## config.mk

```make
export PLATFORM = sky130hd
export DESIGN_NAME = colour_palette_lookup
export DESIGN_NICKNAME = d
export VERILOG_FILES = /design/src/rtl/palette_pkg.sv /design/src/rtl/wbuf_if.sv /design/src/rtl/colour_palette_lookup.sv /design/src/rtl/write_buffer.sv
export SDC_FILE = /design/constraint.sdc
export NUM_CORES = 1
export LEC_CHECK = 0
export BUFFER_PORTS_ARGS = -buffer_cell sky130_fd_sc_hd__buf_2
export CORE_ASPECT_RATIO = 1.25
export CORE_MARGIN = 2
export CORE_UTILIZATION = 60
export CTS_BUF_LIST = sky130_fd_sc_hd__clkbuf_8 sky130_fd_sc_hd__clkbuf_16
export DETAILED_ROUTE_END_ITERATION = 8
export PLACE_DENSITY = 0.77
export SYNTH_ARGS = -nofsm -noshare
export SYNTH_HDL_FRONTEND = slang
export SYNTH_HIERARCHICAL = 1
export SYNTH_SLANG_ARGS = --single-unit
```

## constraint.sdc

```tcl
create_clock -name mclk -period 3.8 [get_ports mclk]
set_clock_uncertainty 0.1 [all_clocks]
set_input_delay 0 -clock mclk [delete_from_list [all_inputs] [get_ports mclk]]
set_output_delay 0 -clock mclk [all_outputs]
set_load 0.02 [all_outputs]
```

## src/rtl/palette_pkg.sv

```systemverilog
/*
 * Shared constants and types for the colour palette lookup block.
 * Assumes a single 100 MHz clock; all pins arrive already synchronous to it.
 */
package palette_pkg;

	// ----------------------------------------------------------------
	// Table geometry
	// ----------------------------------------------------------------
	localparam int ENTRIES = 16;
	localparam int FIELD_W = 4;
	localparam int ENTRY_W = 13;
	localparam int ADDR_W = 5;
	localparam int INDEX_W = 4;
	localparam int BYTE_W = 8;
	localparam int BUF_DEPTH = 2;

	// ----------------------------------------------------------------
	// Field positions inside an entry and inside the two host bytes
	// ----------------------------------------------------------------
	localparam int CH1_LSB = 0;
	localparam int CH2_LSB = 4;
	localparam int CH3_LSB = 8;
	localparam int MARK_POS = 12;
	localparam int EVEN_CH1_LSB = 0;
	localparam int EVEN_CH2_LSB = 4;
	localparam int ODD_CH3_LSB = 0;
	localparam int ODD_MARK_POS = 4;

	// ----------------------------------------------------------------
	// Reset values
	// ----------------------------------------------------------------
	localparam logic [ENTRY_W-1:0] ENTRY_RST = 13'h0000;
	localparam logic [ADDR_W-1:0] ADDR_RST = 5'h00;
	localparam logic [FIELD_W-1:0] CODE_LOW = 4'h0;
	localparam logic [BYTE_W-1:0] BYTE_RST = 8'h00;

	typedef logic [ENTRY_W-1:0] entry_t;
	typedef logic [ADDR_W-1:0] byte_addr_t;
	typedef logic [BYTE_W-1:0] byte_t;
	typedef logic [FIELD_W-1:0] code_t;
	typedef logic [INDEX_W-1:0] index_t;

	typedef struct packed {
		byte_addr_t addr;
		byte_t data;
	} wr_req_s;

	// Strobe style found at the last address strobe in multiplexed mode
	typedef enum {
		MX_IDLE,
		MX_CLOCKED,
		MX_SPLIT
	} mx_style_e;

endpackage : palette_pkg

```

## src/rtl/wbuf_if.sv

```systemverilog
/*
 * Valid/ready carrier between the host write path and the write buffer.
 * Assumes both ends run on the same clock.
 */
`timescale 1ns/1ps
interface wbuf_if;
	import palette_pkg::*;

	logic in_valid;
	logic in_ready;
	wr_req_s in_data;
	logic out_valid;
	logic out_ready;
	wr_req_s out_data;

	modport store (
		input in_valid,
		input in_data,
		input out_ready,
		output in_ready,
		output out_valid,
		output out_data
	);

	modport user (
		output in_valid,
		output in_data,
		output out_ready,
		input in_ready,
		input out_valid,
		input out_data
	);
endinterface : wbuf_if

```

## src/rtl/colour_palette_lookup.sv

```systemverilog
/*
 * Sixteen-entry colour palette: host byte port on one side, pixel stream on the other.
 * Assumes every pin is synchronous to mclk; dot clock and strobes are sampled as levels.
 */
`timescale 1ns/1ps
// Function
// - Table of 16 entries, each three 4-bit colour fields plus a marking bit.
// - Mode pin high selects indirect non-multiplexed bus; low selects multiplexed bus.
// - Non-multiplexed: address strobe high picks address register, low picks data register.
// - Multiplexed: address strobe fall captures address byte, data strobe and selects.
// - Captured data strobe level chooses clocked-strobe or split read/write protocol.
// - Non-multiplexed: data strobe high enables bus drivers and moves data.
// - Direction input high means read, low means write; in split style it is an active-low write strobe.
// - Selected only while low select is low and high select is high.
// - Non-multiplexed selection follows the select pins live.
// - Multiplexed selection is latched at address strobe and governs the access.
// - Dot clock rise captures index and blanking and loads output registers.
// - Captured four index bits choose the palette entry read out.
// - Marking output is registered on the dot clock from selected entry.
// - Colour codes appear exactly one dot clock period after index capture.
// - Blanking high forces all colour outputs and marking output low.
// - Active-high reset forces outputs low until the next host access.
// - Each 4-bit code is unsigned; zero lowest level, all ones highest.
// - Entry N is byte 2N (fields one, two) and byte 2N+1 (three, mark).
// - Non-multiplexed address register is 5 bits, writable, not readable.
// - Every non-multiplexed data register access advances the address by one modulo 32.
// - While the host selects the device, all colour and marking outputs are low.
module colour_palette_lookup #(
	parameter int N_ENTRIES = palette_pkg::ENTRIES,
	parameter int WBUF_DEPTH = palette_pkg::BUF_DEPTH
) (
	input wire logic mclk,
	input wire logic rst_n,
	input wire logic bus_style_pin,
	input wire logic addr_sel_strobe,
	input wire logic data_strobe_in,
	input wire logic direction_in,
	input wire logic chip_sel_low,
	input wire logic chip_sel_high,
	input wire palette_pkg::byte_t shared_bus_in,
	output palette_pkg::byte_t shared_bus_out,
	output logic shared_bus_oe,
	output logic host_busy,
	input wire logic palette_reset,
	input wire logic dot_clock_in,
	input wire palette_pkg::index_t colour_index_in,
	input wire logic blanking_in,
	output palette_pkg::code_t chan_one_out,
	output palette_pkg::code_t chan_two_out,
	output palette_pkg::code_t chan_three_out,
	output logic inlay_flag
);
	import palette_pkg::*;

	if (N_ENTRIES != ENTRIES) begin : g_bad_entries
		$error("colour_palette_lookup: N_ENTRIES must be 16 to fill the 5-bit byte space");
	end

	// ----------------------------------------------------------------
	// Byte view of an entry
	// ----------------------------------------------------------------
	function automatic byte_t entry_byte(input entry_t e, input logic odd);
		byte_t b;
		b = BYTE_RST;
		if (odd) begin
			b[ODD_CH3_LSB +: FIELD_W] = e[CH3_LSB +: FIELD_W];
			b[ODD_MARK_POS] = e[MARK_POS];
		end else begin
			b[EVEN_CH1_LSB +: FIELD_W] = e[CH1_LSB +: FIELD_W];
			b[EVEN_CH2_LSB +: FIELD_W] = e[CH2_LSB +: FIELD_W];
		end
		return b;
	endfunction : entry_byte

	function automatic entry_t merge_byte(input entry_t e, input logic odd, input byte_t b);
		entry_t r;
		r = e;
		if (odd) begin
			r[CH3_LSB +: FIELD_W] = b[ODD_CH3_LSB +: FIELD_W];
			r[MARK_POS] = b[ODD_MARK_POS];
		end else begin
			r[CH1_LSB +: FIELD_W] = b[EVEN_CH1_LSB +: FIELD_W];
			r[CH2_LSB +: FIELD_W] = b[EVEN_CH2_LSB +: FIELD_W];
		end
		return r;
	endfunction : merge_byte

	// ----------------------------------------------------------------
	// Pin sampling and edge detection
	// ----------------------------------------------------------------
	logic as_prev_r;
	logic ds_prev_r;
	logic dir_prev_r;
	logic dot_prev_r;

	always_ff @(posedge mclk) begin
		if (!rst_n) begin
			as_prev_r <= 1'b0;
			ds_prev_r <= 1'b0;
			dir_prev_r <= 1'b1;
			dot_prev_r <= 1'b0;
		end else begin
			as_prev_r <= addr_sel_strobe;
			ds_prev_r <= data_strobe_in;
			dir_prev_r <= direction_in;
			dot_prev_r <= dot_clock_in;
		end
	end

	logic as_fall;
	logic ds_rise;
	logic ds_fall;
	logic dir_rise;
	logic dot_rise;
	logic nonmux;
	logic sel_live;

	assign as_fall = as_prev_r && !addr_sel_strobe;
	assign ds_rise = !ds_prev_r && data_strobe_in;
	assign ds_fall = ds_prev_r && !data_strobe_in;
	assign dir_rise = !dir_prev_r && direction_in;
	assign dot_rise = !dot_prev_r && dot_clock_in;
	assign nonmux = bus_style_pin;
	assign sel_live = !chip_sel_low && chip_sel_high;

	// ----------------------------------------------------------------
	// Multiplexed-mode address phase
	// ----------------------------------------------------------------
	mx_style_e mx_style_r;
	logic cs_lat_r;
	logic mx_strobe;

	assign mx_strobe = !nonmux && as_fall;

	always_ff @(posedge mclk) begin
		if (!rst_n) begin
			mx_style_r <= MX_IDLE;
			cs_lat_r <= 1'b0;
		end else if (nonmux) begin
			mx_style_r <= MX_IDLE;
			cs_lat_r <= 1'b0;
		end else if (mx_strobe) begin
			cs_lat_r <= sel_live;
			mx_style_r <= data_strobe_in ? MX_SPLIT : MX_CLOCKED;
		end
	end

	logic selected;

	assign selected = nonmux ? sel_live : cs_lat_r;

	// ----------------------------------------------------------------
	// Access events, one cycle each except rd_end, which stays high while deselected in MX_IDLE
	// ----------------------------------------------------------------
	logic nm_addr_wr;
	logic rd_start;
	logic rd_end;
	logic wr_go;
	logic nm_data_acc;
	logic host_access;

	// In split style the data strobe is an active-low read and the direction pin an active-low write
	always_comb begin
		rd_start = 1'b0;
		rd_end = 1'b0;
		wr_go = 1'b0;
		unique case (mx_style_r)
			MX_IDLE: begin
				rd_start = nonmux && sel_live && ds_rise && !addr_sel_strobe && direction_in;
				rd_end = ds_fall || !sel_live;
				wr_go = nonmux && sel_live && ds_rise && !addr_sel_strobe && !direction_in;
			end
			MX_CLOCKED: begin
				rd_start = cs_lat_r && ds_rise && direction_in;
				rd_end = ds_fall;
				wr_go = cs_lat_r && ds_fall && !direction_in;
			end
			MX_SPLIT: begin
				rd_start = cs_lat_r && ds_fall;
				rd_end = ds_rise;
				wr_go = cs_lat_r && dir_rise;
			end
		endcase
	end

	assign nm_addr_wr = nonmux && sel_live && ds_rise && addr_sel_strobe && !direction_in;
	assign nm_data_acc = nonmux && (rd_start || wr_go);
	assign host_access = nm_addr_wr || rd_start || wr_go;

	// ----------------------------------------------------------------
	// Byte address register
	// ----------------------------------------------------------------
	byte_addr_t addr_r;

	always_ff @(posedge mclk) begin
		if (!rst_n) begin
			addr_r <= ADDR_RST;
		end else if (mx_strobe) begin
			addr_r <= shared_bus_in[ADDR_W-1:0];
		end else if (nm_addr_wr) begin
			addr_r <= shared_bus_in[ADDR_W-1:0];
		end else if (nm_data_acc) begin
			addr_r <= addr_r + 1'b1;
		end
	end

	// ----------------------------------------------------------------
	// Write buffer and table
	// ----------------------------------------------------------------
	wbuf_if wq ();
	logic dot_fetch;

	assign dot_fetch = dot_rise;
	assign wq.in_valid = wr_go;
	assign wq.in_data = '{addr: addr_r, data: shared_bus_in};
	// Video fetch owns the table port; host writes wait in the buffer
	assign wq.out_ready = !dot_fetch;
	assign host_busy = !wq.in_ready;

	write_buffer #(
		.DEPTH(WBUF_DEPTH)
	) u_wbuf (
		.mclk(mclk),
		.rst_n(rst_n),
		.bus(wq)
	);

	entry_t table_r [N_ENTRIES];
	logic wq_pop;
	index_t pop_entry;

	assign wq_pop = wq.out_valid && wq.out_ready;
	assign pop_entry = wq.out_data.addr[ADDR_W-1:1];

	for (genvar i = 0; i < N_ENTRIES; i++) begin : g_entry
		always_ff @(posedge mclk) begin
			if (!rst_n) begin
				table_r[i] <= ENTRY_RST;
			end else if (wq_pop && pop_entry == INDEX_W'(i)) begin
				table_r[i] <= merge_byte(table_r[i], wq.out_data.addr[0], wq.out_data.data);
			end
		end
	end

	// ----------------------------------------------------------------
	// Host read path
	// ----------------------------------------------------------------
	// A read right behind a write may see the old byte while the write still waits
	always_ff @(posedge mclk) begin
		if (!rst_n) begin
			shared_bus_out <= BYTE_RST;
			shared_bus_oe <= 1'b0;
		end else if (rd_start) begin
			shared_bus_out <= entry_byte(table_r[addr_r[ADDR_W-1:1]], addr_r[0]);
			shared_bus_oe <= 1'b1;
		end else if (rd_end) begin
			shared_bus_oe <= 1'b0;
		end
	end

	// ----------------------------------------------------------------
	// Video path
	// ----------------------------------------------------------------
	index_t idx_r;
	logic blank_r;
	logic hold_black_r;
	entry_t cur_entry;

	assign cur_entry = table_r[idx_r];

	always_ff @(posedge mclk) begin
		if (!rst_n) begin
			idx_r <= '0;
			blank_r <= 1'b1;
		end else if (dot_rise) begin
			idx_r <= colour_index_in;
			blank_r <= blanking_in;
		end
	end

	always_ff @(posedge mclk) begin
		if (!rst_n) begin
			hold_black_r <= 1'b1;
		end else if (palette_reset) begin
			hold_black_r <= 1'b1;
		end else if (host_access) begin
			hold_black_r <= 1'b0;
		end
	end

	logic force_low;

	assign force_low = selected || hold_black_r || palette_reset;

	always_ff @(posedge mclk) begin
		if (!rst_n) begin
			chan_one_out <= CODE_LOW;
			chan_two_out <= CODE_LOW;
			chan_three_out <= CODE_LOW;
			inlay_flag <= 1'b0;
		end else if (force_low) begin
			chan_one_out <= CODE_LOW;
			chan_two_out <= CODE_LOW;
			chan_three_out <= CODE_LOW;
			inlay_flag <= 1'b0;
		end else if (dot_rise) begin
			chan_one_out <= blank_r ? CODE_LOW : cur_entry[CH1_LSB +: FIELD_W];
			chan_two_out <= blank_r ? CODE_LOW : cur_entry[CH2_LSB +: FIELD_W];
			chan_three_out <= blank_r ? CODE_LOW : cur_entry[CH3_LSB +: FIELD_W];
			inlay_flag <= blank_r ? 1'b0 : cur_entry[MARK_POS];
		end
	end

	logic outs_low;
	logic live_fetch;

	assign outs_low = chan_one_out == CODE_LOW && chan_two_out == CODE_LOW
		&& chan_three_out == CODE_LOW && !inlay_flag;
	assign live_fetch = dot_rise && !blank_r && !force_low;
endmodule : colour_palette_lookup

```

## src/rtl/write_buffer.sv

```systemverilog
/*
 * Small valid/ready FIFO holding host write requests until the table port is free.
 * Assumes the drain side may stall; full and empty are exact.
 */
`timescale 1ns/1ps
module write_buffer #(
	parameter int DEPTH = palette_pkg::BUF_DEPTH
) (
	input wire logic mclk,
	input wire logic rst_n,
	wbuf_if.store bus
);
	import palette_pkg::*;

	localparam int PTR_W = (DEPTH > 1) ? $clog2(DEPTH) : 1;

	if (DEPTH < 2 || (DEPTH & (DEPTH - 1)) != 0) begin : g_bad_depth
		$error("write_buffer: DEPTH must be a power of two, at least 2");
	end

	wr_req_s mem_r [DEPTH];
	logic [PTR_W-1:0] wr_ptr_r;
	logic [PTR_W-1:0] rd_ptr_r;
	logic [PTR_W:0] count_r;
	logic push;
	logic pop;

	assign bus.in_ready = (count_r != (PTR_W+1)'(DEPTH));
	assign bus.out_valid = (count_r != '0);
	assign bus.out_data = mem_r[rd_ptr_r];
	assign push = bus.in_valid && bus.in_ready;
	assign pop = bus.out_valid && bus.out_ready;

	always_ff @(posedge mclk) begin
		if (!rst_n) begin
			wr_ptr_r <= '0;
			rd_ptr_r <= '0;
			count_r <= '0;
		end else begin
			if (push) begin
				wr_ptr_r <= wr_ptr_r + 1'b1;
			end
			if (pop) begin
				rd_ptr_r <= rd_ptr_r + 1'b1;
			end
			count_r <= count_r + (PTR_W+1)'(push) - (PTR_W+1)'(pop);
		end
	end

	// Storage needs no reset; count_r keeps stale words unreadable
	always_ff @(posedge mclk) begin
		if (push) begin
			mem_r[wr_ptr_r] <= bus.in_data;
		end
	end

endmodule : write_buffer

```

==> out/qor.yml, run 1 <==
status: "finished, final reports clean"
layout.nets: 1097
overflow: 0
yosysSeqAreaShare: 0.5660
final_cell_mix: "234 x edfxtp_1, 214 x and2_1, 117 x mux4_2, 49 x dfxtp_1, 45 x buf_2"
die_area_um2: 25070
post-place-ws_ns: 0.7108
rows: 63
fmax_mhz: 318.8
r2r_end: "table_r[2][1]"
gp_congestion: 0.8874
drtIter0Drc: 895
drc: 0
hold_path_class: "in -> reg"
worst_pin_slew_ns: 1.059
ys_seq_elements: 287
dr_total_vias: 8940
layout-drive-gt1-share: 0.2445
syn_nets: 1037
hpwl_um: 23520
cp.arrival_ns: 3.25
netlist.area_leader.share: 0.4917
irDropWorstVdd_uv: 464.4
fp.coreArea_um2: 23570
dp_cells: 1305
slew_headroom: 0.2864
ant_nets: 0
crit_path_start_kind: "flip-flop"
rr_worst_depth: 6
viasPerCell: 6.455
yosysTopAreaCell: "edfxtp_1"
setup_tns_ns: 0
start_util: 0.6063
syn-cell-area_um2: 14290
synth.top_cells.by_area: "edfxtp_1 49%, mux4_2 18%, and2_1 9.4%"
netlist_instances: 1010
setup_viol: 0
grt_use_total: 0.2816
wl_per_cell_um: 24.71
clkTransAtPathRegs_ns: 0.06
area_growth_pct: 12.19
synth_ff_type: "edfxtp_1"
worstSetupPathType: "reg -> reg"
required_ns: 3.91
worst_hold_path.num_cells: 2
power_mw: 6.949
yosysWarnings: 6
period_minus_slack_ns: 3.137
grt_pass1_vias: 9038
clkSinkCount: 287
cp-end-kind: "flip-flop"
rsz0062_at_grt: "no"
cts_buffers: 28
grt_max_degree: 66
cts_setup_buffers: 0
place.port_buffers: 45
finalHoldViolCount: 0
die-width_um: 142.0
fin_cells: 1385
maxCapViolations: 0
io_pins: 46
cts_root_buf: "clkbuf_16"
power_density_nw_per_um2: 433.4
drt_wl_total_um: 34220
antenna_found_initial: 0
drt_pre_antenna_iters: 6
clk_latency_ns: 0.56
cts_buffer_depth: 3
ys_types: 51
post-route-worst-setup-slack_ns: 0.6629
synth_edf_count: 234
cts-htree-levels: 1
drv_slew: 0
critPathCapture: "table_r[2][1]"
placed_cell_area_um2: 14810
cts_tree: "done"
grt_pass1_wl_um: 52790
cellLeakagePower_nw: 5.676
async_reset_ff_frac: 0
chipHeight_um: 176.5
synth_area_per_cell_um2: 14.15
path_max_fanout: 12
fin_crit_sh: 0.8256
final_common_cell: "edfxtp_1"
fin_area_um2: 16030
r2r_slack_ns: 0.66
-- critical path, cell delays in order, from the launching register on --
cell and delay (ns):
dfxtp_1 0.33, buf_4 0.21, mux2_2 0.43, nand2b_1 0.31, or4_1 0.69, nor3_4 0.34
nand2b_1 0.39
-- cell families (layout without fill, tap and decap cells) --
group	count (synthesis)	after routing	share of synthesized area
AOI/OAI and AO/OA	121	121	0.05096
xor gates and xnor gates	1	1	0.0006130
adders and majority gates	4	4	0.003502
buffers and inverters	92	174	0.02924
DFF	287	287	0.5660
muxes	135	135	0.1981
other	0	1	0
and+or+nand+nor	370	370	0.1516
-- through the flow --
| step | utilization | hold WS (ns) |
|---|---|---|
| detailed placement | 0.6284 | 0.09381 |
| finish | 0.6802 | 0.08778 |
| global route | 0.6801 | 0.08891 |
| global placement | 0.6284 | 0.09031 |
| CTS | 0.6801 | 0.07605 |
| floorplan | - | -0.004892 |
-- report_power, final --
part,switching [mW],internal (mW)
registers,0.107,3.48
clock network,1.19,1.66
logic,0.251,0.253
total,1.55,5.40
-- state kept, by name, summed over array words and instances, names as in the netlist, named ones only --
register,count
inlay_flag,1
cs_lat_r,1
u_wbuf/rd_ptr_r,1
chan_one_out,4
mx_style_r,2
shared_bus_out,8
table_r,208
u_wbuf/mem_r,26
ds_prev_r,1
blank_r,1
hold_black_r,1
dir_prev_r,1
u_wbuf/count_r,2
u_wbuf/wr_ptr_r,1
chan_three_out,4
addr_r,5
idx_r,4
shared_bus_oe,1
dot_prev_r,1
as_prev_r,1
chan_two_out,4
-- synth_stat cells (14+ instances only) --
library cell  count
a21oi_1          14
a31oi_1          14
and2_1          214
clkbuf_1         46
dfxtp_1          53
edfxtp_1        234
mux4_2          117
nand2_1          38
nand2b_1         17
nor2_1           31
nor2b_1          15
o21ai_0          40
o21ai_1          14
-- worst min-delay path by stage --
stage / endpoint / startpoint
floorplan: mx_style_r[0] / data_strobe_in
global placement: u_wbuf/mem_r[1][6] / shared_bus_in[6]
detailed placement: u_wbuf/mem_r[0][6] / shared_bus_in[6]
CTS: u_wbuf/mem_r[1][7] / shared_bus_in[7]
global route: u_wbuf/mem_r[1][7] / shared_bus_in[7]
finish: u_wbuf/mem_r[1][7] / shared_bus_in[7]
-- cell type report --
cell class / instances / area, µm²
flip-flops and latches: 287 / 8098
fillers: 1588 / 7537
multi-input cells: 631 / 5784
clock buffers: 33 / 780.7
repair buffers: 102 / 758.2
well taps: 292 / 365.4
clock inverters: 19 / 167.7
inverters: 20 / 75.07
diodes: 1 / 2.502
-- per-layer routing --
| metal | share of wire | track usage | up-vias | wire length (µm) |
|---|---|---|---|---|
| met5 | 0 | 0 | - | 0 |
| met4 | 0.030 | 0.08250 | 0 | 1010 |
| met3 | 0.075 | 0.04801 | 82 | 2561 |
| met2 | 0.52 | 0.4881 | 423 | 17780 |
| met1 | 0.38 | 0.3682 | 4497 | 12870 |
| li1 | - | - | 3938 | - |
-- repair_timing --
| action | in CTS | in global routing |
|---|---|---|
| hold buffers | 27 | 0 |
| gates resized for setup | 0 | 0 |
| endpoints found under the hold margin | 43 | 0 |
| endpoints found under the setup margin | 0 | 0 |
No activity file was read; power rests on OpenSTA's default activity.
==> run 2, diff against run 1 <==
--- a/config.mk
+++ b/config.mk
@@ -5,6 +5,7 @@
 export SDC_FILE = /design/constraint.sdc
 export NUM_CORES = 1
 export LEC_CHECK = 0
+export ABC_AREA = 1
 export BUFFER_PORTS_ARGS = -buffer_cell sky130_fd_sc_hd__buf_2
 export CORE_ASPECT_RATIO = 1.25
 export CORE_MARGIN = 2
==> constraint.sdc (replaced) <==
create_clock -name mclk -period 3.2 [get_ports mclk]
set_clock_uncertainty 0.1 [all_clocks]
set_input_delay 0 -clock mclk [delete_from_list [all_inputs] [get_ports mclk]]
set_output_delay 0 -clock mclk [all_outputs]
set_load 0.02 [all_outputs]
==> run 2 against run 1 <==
Power grew 28%. Die area grew 2.8%. Register-to-register slack lost 0.16 ns. Via count grew 39%. Flip-flop and latch count is the same. Largest power group unchanged. Design area grew 0.49%. Worst hold slack gained 0.0019 ns. Critical endpoint is now table_r[5][4]. Critical path depth is the same. Routed wire length grew 21%. Sequential power grew 20%. Global-route usage grew 4.4 points. Sequential share of layout area shrank 0.23 points.
==> out/qor.yml, run 2 <==
slew_headroom: 0.3633  # +0.07693
worstSetupPathType: "reg -> reg"
synth.top_cells.by_area: "edfxtp_1 48%, dfxtp_1 7.2%, nor2_1 7.2%"
yosysTopAreaCell: "edfxtp_1"
cpLargestDelayFamily: "simple AND/OR/NAND/NOR gates"
drt_wl_total_um: 41530  # +21%
ys_types: 36  # -29%
cellLeakagePower_nw: 6.321  # +11%
antenna_cells: 0  # -1
final_cell_mix: "282 x nor2_1, 258 x nand2_1, 234 x edfxtp_1, 165 x inv_1, 144 x nand3_1"
yosysSeqAreaShare: 0.5500  # -0.01599
fin_crit_sh: 0.8422  # +0.01664
crit_path_start_kind: "flip-flop"
ys_seq_elements: 287  # unchanged
synth_ff_type: "edfxtp_1"
whs_ns: 0.08965  # +0.001862 ns
slowest_delay_ns: 0.47  # -0.22 ns
maxCapViolations: 0  # unchanged
required_ns: 3.30  # -0.61 ns
r2r_slack_ns: 0.50  # -0.16 ns
grt_pass1_vias: 11487  # +27%
power_mw: 8.885  # +28%
status: "finished, final reports clean"
worst_pin_slew_ns: 0.9540  # -0.1052 ns
dr_total_vias: 12445  # +39%
synth_edf_count: 234  # unchanged
die_area_um2: 25780  # +2.8%
yosysWarnings: 6  # unchanged
async_reset_ff_frac: 0  # unchanged
overflow: 0  # unchanged
rows: 64  # +1.6%
final_common_cell: "nor2_1"
grt_max_degree: 101  # +53%
syn_nets: 1727  # +67%
setup_viol: 0  # unchanged
place.port_buffers: 45  # unchanged
synth_area_per_cell_um2: 8.650  # -39%
hpwl_um: 27500  # +17%
crit_chain: "mux2_2, nor2_1, nand3_1, nor2_1, nand2_1, nand2_1"
largest_register_ffs: 208  # unchanged
gp_congestion: 0.9644  # +8.7%
irDropWorstVdd_uv: 561.9  # +21%
io_pins: 46  # unchanged
cp.arrival_ns: 2.80  # -0.45 ns
drc: 0  # unchanged
fp.coreArea_um2: 24260  # +2.9%
clkSinkCount: 287  # unchanged
die-width_um: 144.0  # +1.4%
drv_slew: 0  # unchanged
viasPerCell: 6.038  # -6.5%
period_minus_slack_ns: 2.695  # -0.4421 ns
dp_cells: 1988  # +52%
utilization: 0.6640  # -0.01622
synth.most_common_cell: "nor2_1"
layout-drive-gt1-share: 0.09012  # -0.1544
finalHoldViolCount: 0  # unchanged
antenna_found_initial: 0  # unchanged
hold_buffers: 24  # -11%
cts-htree-levels: 1  # unchanged
top_register: "table_r"
clkTransAtPathRegs_ns: 0.06  # about the same
chipHeight_um: 179.0  # +1.4%
critPathBufInv: 0  # -1
wl_per_cell_um: 20.15  # -18%
cts_buffers: 27  # -3.6%
rsz0062_at_grt: "no"
netlist.area_leader.share: 0.4778  # -0.01389
cts_tree: "done"
synthTopCellsByCount: "282 x nor2_1, 258 x nand2_1, 234 x edfxtp_1"
cts_buffer_depth: 3  # unchanged
path_max_fanout: 9  # -3
reg_top3: "table_r x208, u_wbuf/mem_r x26, shared_bus_out x8"
drtIter0Drc: 1710  # +91%
slowest_stage: "dfxtp_1"
syn-cell-area_um2: 14710  # +2.9%
clk_latency_ns: 0.54  # -0.02 ns
cts_root_buf: "clkbuf_16"
layout.nets: 1738  # +58%
grt_pass1_wl_um: 62760  # +19%
grt_use_total: 0.3260  # +0.04438
setup_tns_ns: 0  # unchanged
ant_nets: 0  # unchanged
cts-resized-gates: 0  # unchanged
drt_pre_antenna_iters: 7  # +1
cts_setup_buffers: 0  # unchanged
cp-end-kind: "flip-flop"
hold_path_class: "in -> reg"
netlist_instances: 1700  # +68%
area_growth_pct: 9.555
power_density_nw_per_um2: 551.5  # +27%
fin_cells: 2061  # +49%
fmax_mhz: 371.1  # +16%
start_util: 0.6061  # about the same
[run 2: power breakdown]
part	internal [mW]	switching, mW	leakage, nW
clock	1.72	1.35	0.435
combinational	0.410	1.09	3.07
sequential	4.18	0.132	2.82
[run 2: final timing paths]
kind / from / cells past startpoint / end
setup reg to reg: flip-flop / 6 / table_r[5][4]
hold / removal: shared_bus_in[7] / 2 / u_wbuf/mem_r[1][7]
setup / recovery: flip-flop / 6 / table_r[5][4]
hold reg to reg: chan_two_out[2] / 2 / chan_two_out[2]
[run 2: cell families after synthesis]
kind of cell / Yosys count / synth area share
adder cells (fa/ha/maj): 4 / 0.003404
AND/OR/NAND/NOR: 699 / 0.1950
multiplexers: 13 / 0.01251
buffers and inverters: 287 / 0.08440
AO/OA/AOI/OAI: 406 / 0.1523
XOR/XNOR: 4 / 0.002383
flip-flops: 287 / 0.5500
[run 2: area by class of cell]
class	instances	area [µm²]
fillers	1906	8153
well taps	330	412.9
flip-flops and latches	287	8100
multi-input cells	1126	5376
clock inverters	21	153.9
repair buffers	98	733.2
clock buffers	28	689.4
inverters	171	644.4
[run 2: metrics by stage]
stage / setup slack, ns / area, µm²
6_report: 0.5050 / 16110
5_1_grt: 0.4008 / 16110
4_1_cts: 0.5890 / 16110
3_5_place_dp: 0.6136 / 15030
3_3_place_gp: 0.6643 / 15030
2_1_floorplan: 0.9132 / 14710
[run 2: worst register-to-register path, stage by stage, from the launching register on]
cell and delay, ns:
dfxtp_1 0.47, mux2_2 0.42, nor2_1 0.24, nand3_1 0.12, nor2_1 0.38, nand2_1 0.30, nand2_1 0.33
[run 2: layer usage]
layer	vias to the layer above	track usage	routed length [µm]
met2	743	0.5663	20710
li1	5779	-	-
met1	5779	0.3962	14570
met5	-	0	0
met4	0	0.1720	2402
met3	144	0.04193	3837
